--- src/shared/board_irq_params.svh ---
// offsets, bit positions, reset values and response codes of the board status block
`ifndef BOARD_IRQ_PARAMS_SVH
`define BOARD_IRQ_PARAMS_SVH

// register indices; byte address is four times the index
`define BIS_STATUS_IDX      8'h08
`define BIS_CONTROL_IDX     8'h0a

// control register bit positions
`define BIS_CTRL_WON_EN_BIT 1
`define BIS_CTRL_TC_EN_BIT  2

// reset values
`define BIS_ENABLE_RESET    1'b0
`define BIS_CAUSE_RESET     4'h0
`define BIS_RDATA_RESET     32'h0000_0000

// axi4-lite responses
`define BIS_RESP_OKAY       2'h0
`define BIS_RESP_SLVERR     2'h2

// default byte address width
`define BIS_ADDR_W          8

`endif

--- src/shared/board_irq_pkg.sv ---
// types shared by the board status block
`default_nettype none

package board_irq_pkg;

    // status word as software sees it, bit 11 down to bit 0
    typedef struct packed {
        logic [3:0] exc_cause;
        logic       board_irq_summary;
        logic       remote_irq_hi;
        logic       unused_5;
        logic       remote_irq_seen;
        logic       master_exception_flag;
        logic       terminal_count_flag;
        logic       bus_won_flag;
        logic       signal_fifo_ready;
    } status_t;

    // board-side conditions, all synchronous to aclk
    typedef struct packed {
        logic       remote_irq;
        logic       exc_pulse;
        logic [3:0] exc_cause;
        logic       dma_tc_pulse;
        logic       arb_won_pulse;
        logic       sig_fifo_nonempty;
    } events_t;

    // register selection, one-hot
    typedef enum logic [2:0] {
        SEL_NONE    = 3'b001,
        SEL_STATUS  = 3'b010,
        SEL_CONTROL = 3'b100
    } reg_sel_t;

endpackage

`default_nettype wire

--- src/core/event_flag.sv ---
// sticky event flag gated by an enable
`timescale 1ns/1ns
`default_nettype none

module event_flag (
    // clock and reset
    input  wire logic aclk,
    input  wire logic aresetn,
    // control
    input  wire logic enable,
    input  wire logic set,
    input  wire logic clear,
    // state
    output var  logic flag_q
);

    logic flag_d;

    // a set arriving with a clear wins; a dropped enable wipes the flag
    assign flag_d = enable && (set || (flag_q && !clear));

    always_ff @(posedge aclk) begin
        if (!aresetn) begin
            flag_q <= 1'b0;
        end else begin
            flag_q <= flag_d;
        end
    end
endmodule

`default_nettype wire

--- src/core/board_interrupt_status.sv ---
// board interrupt status register with control enables on an axi4-lite slave
//
// Function
// - status bit 4 shows the live remote interrupt request level.
// - status bits 4 and 6 always read the same remote request.
// - bit 3 sets when the last master transfer ended in an exception.
// - exception cause is kept in status bits 11 to 8.
// - reading the byte with the cause bits clears the exception flag.
// - bit 2 sets on final dma transfer while its enable is set.
// - clearing the terminal count enable or reset clears bit 2.
// - bit 1 sets on winning bus arbitration while its enable is set.
// - clearing the bus-won enable or reset clears bit 1.
// - bit 0 reads 1 while the signal fifo holds unread data.
// - bit 0 reads 0 while the signal fifo is empty.
// - bit 7 is the or of status bits 6 to 0.
// - enables live in a write-only control register at index 0a.
//
// The register offsets and register access over AXI4-Lite were chosen for this implementation.
`timescale 1ns/1ns
`default_nettype none
`include "board_irq_params.svh"

module board_interrupt_status #(
    parameter int ADDR_W = `BIS_ADDR_W
) (
    // clock and reset
    input  wire logic                   aclk,
    input  wire logic                   aresetn,
    // axi4-lite write address
    input  wire logic [ADDR_W-1:0]      awaddr,
    input  wire logic [2:0]             awprot,
    input  wire logic                   awvalid,
    output var  logic                   awready,
    // axi4-lite write data
    input  wire logic [31:0]            wdata,
    input  wire logic [3:0]             wstrb,
    input  wire logic                   wvalid,
    output var  logic                   wready,
    // axi4-lite write response
    output var  logic [1:0]             bresp,
    output var  logic                   bvalid,
    input  wire logic                   bready,
    // axi4-lite read address
    input  wire logic [ADDR_W-1:0]      araddr,
    input  wire logic [2:0]             arprot,
    input  wire logic                   arvalid,
    output var  logic                   arready,
    // axi4-lite read data
    output var  logic [31:0]            rdata,
    output var  logic [1:0]             rresp,
    output var  logic                   rvalid,
    input  wire logic                   rready,
    // board conditions
    input  wire board_irq_pkg::events_t ev,
    output var  logic                   board_irq_summary
);

    ////////////////////////////////////////////////////////////////////////////
    // elaboration check and decode

    if (ADDR_W < 8 || ADDR_W > 32) begin : g_bad_addr_w
        $error("ADDR_W must lie between 8 and 32");
    end

    // aligned word decode; low two address bits are ignored
    function automatic board_irq_pkg::reg_sel_t decode(input logic [ADDR_W-1:0] a);
        if (a[ADDR_W-1:2] == (ADDR_W-2)'(`BIS_STATUS_IDX)) begin
            return board_irq_pkg::SEL_STATUS;
        end else if (a[ADDR_W-1:2] == (ADDR_W-2)'(`BIS_CONTROL_IDX)) begin
            return board_irq_pkg::SEL_CONTROL;
        end else begin
            return board_irq_pkg::SEL_NONE;
        end
    endfunction

    ////////////////////////////////////////////////////////////////////////////
    // state

    logic                     aw_full_q, w_full_q, bvalid_q, rvalid_q;
    logic                     awready_q, wready_q, arready_q;
    logic [1:0]               bresp_q, rresp_q;
    logic [31:0]              rdata_q;
    logic [7:0]               wbyte_q;
    logic                     wstrb0_q;
    board_irq_pkg::reg_sel_t  aw_sel_q;
    logic                     tc_en_q, won_en_q;
    logic [3:0]               cause_q;
    logic                     summary_q;
    logic                     rd_status_q;
    logic [2:0]               flag_q;

    ////////////////////////////////////////////////////////////////////////////
    // write channel

    logic aw_take, w_take, do_write, ctrl_wr;
    logic aw_full_d, w_full_d, bvalid_d;
    logic [1:0] bresp_d;
    board_irq_pkg::reg_sel_t aw_sel_d;

    assign aw_take   = awvalid && awready_q;
    assign w_take    = wvalid && wready_q;
    // address and data may arrive in either order; the write waits for both
    assign do_write  = aw_full_q && w_full_q && !bvalid_q;
    assign aw_full_d = aw_take || (aw_full_q && !do_write);
    assign w_full_d  = w_take || (w_full_q && !do_write);
    assign bvalid_d  = do_write || (bvalid_q && !bready);
    assign aw_sel_d  = aw_take ? decode(awaddr) : aw_sel_q;
    assign bresp_d   = !do_write ? bresp_q :
                       (aw_sel_q == board_irq_pkg::SEL_CONTROL) ? `BIS_RESP_OKAY : `BIS_RESP_SLVERR;
    // only the low byte holds enables; upper byte lanes are dropped
    assign ctrl_wr   = do_write && (aw_sel_q == board_irq_pkg::SEL_CONTROL) && wstrb0_q;

    always_ff @(posedge aclk) begin
        if (!aresetn) begin
            aw_full_q <= 1'b0;
            w_full_q  <= 1'b0;
            awready_q <= 1'b1;
            wready_q  <= 1'b1;
            bvalid_q  <= 1'b0;
            bresp_q   <= `BIS_RESP_OKAY;
            aw_sel_q  <= board_irq_pkg::SEL_NONE;
            wbyte_q   <= 8'h00;
            wstrb0_q  <= 1'b0;
        end else begin
            aw_full_q <= aw_full_d;
            w_full_q  <= w_full_d;
            awready_q <= !aw_full_d;
            wready_q  <= !w_full_d;
            bvalid_q  <= bvalid_d;
            bresp_q   <= bresp_d;
            aw_sel_q  <= aw_sel_d;
            if (w_take) begin
                wbyte_q  <= wdata[7:0];
                wstrb0_q <= wstrb[0];
            end
        end
    end

    ////////////////////////////////////////////////////////////////////////////
    // write-only control register

    logic tc_en_d, won_en_d;

    assign tc_en_d  = ctrl_wr ? wbyte_q[`BIS_CTRL_TC_EN_BIT] : tc_en_q;
    assign won_en_d = ctrl_wr ? wbyte_q[`BIS_CTRL_WON_EN_BIT] : won_en_q;

    always_ff @(posedge aclk) begin
        if (!aresetn) begin
            tc_en_q  <= `BIS_ENABLE_RESET;
            won_en_q <= `BIS_ENABLE_RESET;
        end else begin
            tc_en_q  <= tc_en_d;
            won_en_q <= won_en_d;
        end
    end

    ////////////////////////////////////////////////////////////////////////////
    // sticky flags: 0 bus won, 1 terminal count, 2 master exception

    logic ar_take, status_rd;
    logic [2:0] flag_en, flag_set, flag_clr;

    assign ar_take   = arvalid && arready_q;
    assign status_rd = ar_take && (decode(araddr) == board_irq_pkg::SEL_STATUS);

    // next enable is used so a clearing write empties the flag on the same edge
    assign flag_en[0]  = won_en_d;
    assign flag_set[0] = ev.arb_won_pulse;
    assign flag_clr[0] = 1'b0;
    assign flag_en[1]  = tc_en_d;
    assign flag_set[1] = ev.dma_tc_pulse;
    assign flag_clr[1] = 1'b0;
    // the whole word is read at once, so any status read also reads the cause byte
    assign flag_en[2]  = 1'b1;
    assign flag_set[2] = ev.exc_pulse;
    assign flag_clr[2] = status_rd;

    for (genvar i = 0; i < 3; i++) begin : g_flag
        event_flag u_flag (
            .aclk    (aclk),
            .aresetn (aresetn),
            .enable  (flag_en[i]),
            .set     (flag_set[i]),
            .clear   (flag_clr[i]),
            .flag_q  (flag_q[i])
        );
    end

    always_ff @(posedge aclk) begin
        if (!aresetn) begin
            cause_q <= `BIS_CAUSE_RESET;
        end else if (ev.exc_pulse) begin
            cause_q <= ev.exc_cause;
        end
    end

    ////////////////////////////////////////////////////////////////////////////
    // status word and read channel

    board_irq_pkg::status_t st;
    logic [31:0] rdata_d;
    logic [1:0]  rresp_d;
    logic        rvalid_d;
    board_irq_pkg::reg_sel_t ar_sel;

    assign st.signal_fifo_ready     = ev.sig_fifo_nonempty;
    assign st.bus_won_flag          = flag_q[0];
    assign st.terminal_count_flag   = flag_q[1];
    assign st.master_exception_flag = flag_q[2];
    assign st.remote_irq_seen       = ev.remote_irq;
    assign st.unused_5              = 1'b0;
    assign st.remote_irq_hi         = ev.remote_irq;
    assign st.board_irq_summary     = |st[6:0];
    assign st.exc_cause             = cause_q;

    assign ar_sel   = decode(araddr);
    assign rvalid_d = ar_take || (rvalid_q && !rready);
    // control is write-only and reads as zero; unmapped words answer slverr
    assign rdata_d  = !ar_take ? rdata_q :
                      (ar_sel == board_irq_pkg::SEL_STATUS) ? 32'(st) : 32'h0000_0000;
    assign rresp_d  = !ar_take ? rresp_q :
                      (ar_sel == board_irq_pkg::SEL_NONE) ? `BIS_RESP_SLVERR : `BIS_RESP_OKAY;

    always_ff @(posedge aclk) begin
        if (!aresetn) begin
            arready_q   <= 1'b1;
            rvalid_q    <= 1'b0;
            rdata_q     <= `BIS_RDATA_RESET;
            rresp_q     <= `BIS_RESP_OKAY;
            rd_status_q <= 1'b0;
            summary_q   <= 1'b0;
        end else begin
            arready_q   <= !rvalid_d;
            rvalid_q    <= rvalid_d;
            rdata_q     <= rdata_d;
            rresp_q     <= rresp_d;
            rd_status_q <= ar_take ? status_rd : rd_status_q;
            summary_q   <= st.board_irq_summary;
        end
    end

    assign awready           = awready_q;
    assign wready            = wready_q;
    assign bvalid            = bvalid_q;
    assign bresp             = bresp_q;
    assign arready           = arready_q;
    assign rvalid            = rvalid_q;
    assign rdata             = rdata_q;
    assign rresp             = rresp_q;
    assign board_irq_summary = summary_q;
endmodule

`default_nettype wire

--- config.mk ---
export PLATFORM = sky130hd
export DESIGN_NAME = board_interrupt_status
export DESIGN_NICKNAME = d
export VERILOG_FILES = /design/src/shared/board_irq_pkg.sv /design/src/core/event_flag.sv /design/src/core/board_interrupt_status.sv
export VERILOG_INCLUDE_DIRS = /design/src /design/src/shared
export SDC_FILE = /design/constraint.sdc
export NUM_CORES = 1
export LEC_CHECK = 0
export BUFFER_PORTS_ARGS = -buffer_cell sky130_fd_sc_hd__buf_2
export CAP_MARGIN = 5
export CORE_UTILIZATION = 43
export CTS_BUF_LIST = sky130_fd_sc_hd__clkbuf_4 sky130_fd_sc_hd__clkbuf_8
export DETAILED_ROUTE_END_ITERATION = 8
export PLACE_DENSITY = 0.94
export SLEW_MARGIN = 5
export SYNTH_ARGS = -nofsm -noshare
export SYNTH_HDL_FRONTEND = slang
export SYNTH_SLANG_ARGS = --single-unit
--- constraint.sdc ---
create_clock -name aclk -period 3.3 [get_ports aclk]
set_input_delay 0.33 -clock aclk [delete_from_list [all_inputs] [get_ports aclk]]
set_output_delay 0.33 -clock aclk [all_outputs]
set_load 0.1 [all_outputs]
==> flow_metrics.env <==
export IMPL_min_from="ev[8]"
export IMPL_skew_ps=4.786
export IMPL_worstPathRequired_ps=2970
export IMPL_die_h_um=60.17
export IMPL_netlist_area_um2=1455
export IMPL_synth_top_area_share_pct=48.15
export IMPL_rsz0062_at_grt="false"
export IMPL_hold_buffers=0
export IMPL_yosysWarnings=0
export IMPL_grt_usage_pct=15.81
export IMPL_maxCapViolCount=0
export IMPL_initial_core_util_pct=46.52
export IMPL_wl_um=2595
export IMPL_synth_edf_count=0
export IMPL_peakVddDrop_uv=289.4
export IMPL_h_tree_depth=2
export IMPL_ys_seq_elements=35
export IMPL_worst_ep_arrival_time_ps=1170
export IMPL_synth_area_leaders="dfxtp_1 (48%), buf_4 (12%), a22o_1 (6.0%)"
export IMPL_cp_start_kind="register"
export IMPL_wl_per_cell_um=10.55
export IMPL_power_density_nw_per_um2=550.5
export IMPL_r2r_start="arready$_SDFF_PN1_"
export IMPL_setup_viol=0
export IMPL_dpl_cell_area_um2=1639
export IMPL_synth_commonest_cells="dfxtp_1 (35), buf_4 (24), nand2_1 (13), nor2_1 (11), a22o_1 (10)"
export IMPL_post_cts_setup_buffers=0
export IMPL_relSlewSlack_pct=52.74
export IMPL_vias=1148
export IMPL_cp_end_kind="primary output"
export IMPL_antenna_found_initial=0
export IMPL_die_w_um=60.17
export IMPL_clkSinkCount=35
export IMPL_numPortBuffers=49
export IMPL_crit_reg2reg_capture="rdata[7]$_SDFFE_PN0P_"
export IMPL_avgSynthCellArea_um2=9.573
export IMPL_ant_nets=0
export IMPL_die_area_um2=3620
export IMPL_crit_chain="buf_2"
export IMPL_path_max_fanout=5
export IMPL_antenna_diode_count=0
export IMPL_routabilityCongestion=0.7392
export IMPL_hold_slack_ps=233.9
export IMPL_hpwl_um=2006
export IMPL_ys_seq_area_share_pct=48.15
export IMPL_viasPerCell=4.667
export IMPL_slowest_stage="buf_2"
export IMPL_fmax_mhz=665.4
export IMPL_syn_inst=152
export IMPL_synthArstFlopShare_pct=0
export IMPL_cts_made_buffers=5
export IMPL_r2r_slack_ps=1980
export IMPL_syn_to_final_growth_pct=17.63
export IMPL_outcome="finished, final reports clean"
export IMPL_yosysMostFrequentCell="dfxtp_1"
export IMPL_cp_num_buf_inv=1
export IMPL_first_pass_iters=4
export IMPL_cts_tree="built"
export IMPL_ys_flop_type="dfxtp_1"
export IMPL_layout_drive_gt1_share_pct=31.19
export IMPL_drcViolationCount=0
export IMPL_slew_violations=0
export IMPL_period_needed_ps=1503
export IMPL_cts_buffer_depth=2
export IMPL_critPathMaxStageDelay_ps=450
export IMPL_whs_endpoint="rdata[6]$_SDFFE_PN0P_"
export IMPL_min_period_over_period_pct=45.54
export IMPL_hold_class="input port to register"
export IMPL_worst_pin_slew_ps=706.3
export IMPL_insertion_delay_ps=330
export IMPL_p_leak_nw=0.8105
export IMPL_worstSetupPathType="register to primary output"
export IMPL_ios=116
export IMPL_design_area_um2=1712
export IMPL_grt_ovfl_total=0
export IMPL_path_clk_slew_ps=90
export IMPL_grt_max_degree=18
export IMPL_yosys_area_top_type="dfxtp_1"
export IMPL_row_count=20
export IMPL_drtIter0Drc=12
export IMPL_yosys_cell_types_count=30
export IMPL_grt_first_pass_wirelength_um=4050
export IMPL_cts_root_buf="clkbuf_4"
export IMPL_core_area_um2=3128
export IMPL_cts_resized=0
export IMPL_fin_setup_tns_ps=0
export IMPL_cp_top_family="buffers and inverters"
export IMPL_reg2regPathDepth=3
export IMPL_grt_pass1_vias=951
export IMPL_hold_viol=0
export IMPL_min_path_cells=2
export IMPL_layout_nets=275
==> per-stage QoR <==
stage                     cells  util (%)  total power [W]  setup WS [ps]
after floorplan             174         -        0.0006763           1444
after global placement      238     52.40        0.0006861           1606
after detailed placement    238     52.40        0.0006889           1565
after CTS                   246     54.72        0.0009506           1785
after global routing        246     54.72        0.0009796           1747
final                       246     54.72        0.0009423           1797
==> per-layer routing <==
layer  routed length [µm]  vias up  share of wire [%]  GRT usage [%]
met4                   42        0                1.6          6.977
met5                    0        -                  0              0
met2                 1251       44                 48          25.12
met1                 1119      519                 43          18.38
li1                     -      579                  -              -
met3                  183        6                7.1          6.710
==> placed cells by master (no fill, tap or decap), types with 3 or more instances in the layout <==
cell type and n:
inv_1 3, dfxtp_1 35, buf_2 49, nand3_1 3, a21oi_1 7, conb_1 23, nor2_1 11, nand2_1 13
a22o_1 10, o211ai_1 4, o21ai_1 5, clkbuf_4 6, mux2i_1 8
==> flip-flops by register name, summed over array words and instances (netlist names), 2 cells and up <==
register / cells
aw_sel_q: 3
wbyte_q: 2
cause_q: 4
rdata: 10
g_flag.u_flag.flag_q: 3
==> worst max path at each step <==
stage                     cells past startpoint          startpoint  slack (ps)               endpoint
after floorplan                               3  arready$_SDFF_PN1_        1440  rdata[6]$_SDFFE_PN0P_
after global placement                        4             aresetn        1610  rdata[7]$_SDFFE_PN0P_
after detailed placement                      4             aresetn        1560  rdata[7]$_SDFFE_PN0P_
after CTS                                     1   wready$_SDFF_PN1_        1790                 wready
after global routing                          1   wready$_SDFF_PN1_        1750                 wready
final                                         1   wready$_SDFF_PN1_        1800                 wready
==> layout make-up <==
class / count / area (µm²)
clock buffers: 8 / 72.57
fillers: 296 / 1416
inverters: 4 / 15.01
multi-input cells: 106 / 623.1
flip-flops and latches: 35 / 700.7
well taps: 44 / 55.05
repair buffers: 49 / 245.2
==> power by group <==
group / switching, W / internal [W] / leakage, nW
Clock: 0.000130 / 0.000134 / 0.0420
Sequential: 0.00000975 / 0.000438 / 0.286
Combinational: 0.000199 / 0.0000324 / 0.482
==> logic make-up (layout without fill, tap and decap cells) <==
kind of cell	after synthesis	in the layout	share of synthesized area, %
and+or+nand+nor	46	46	17.54
DFF	35	35	48.15
buffers and inverters	33	61	14.70
AOI/OAI and AO/OA	29	29	13.84
muxes	8	8	5.503
other	1	23	0.2577
(Power assumes the default switching activity.)
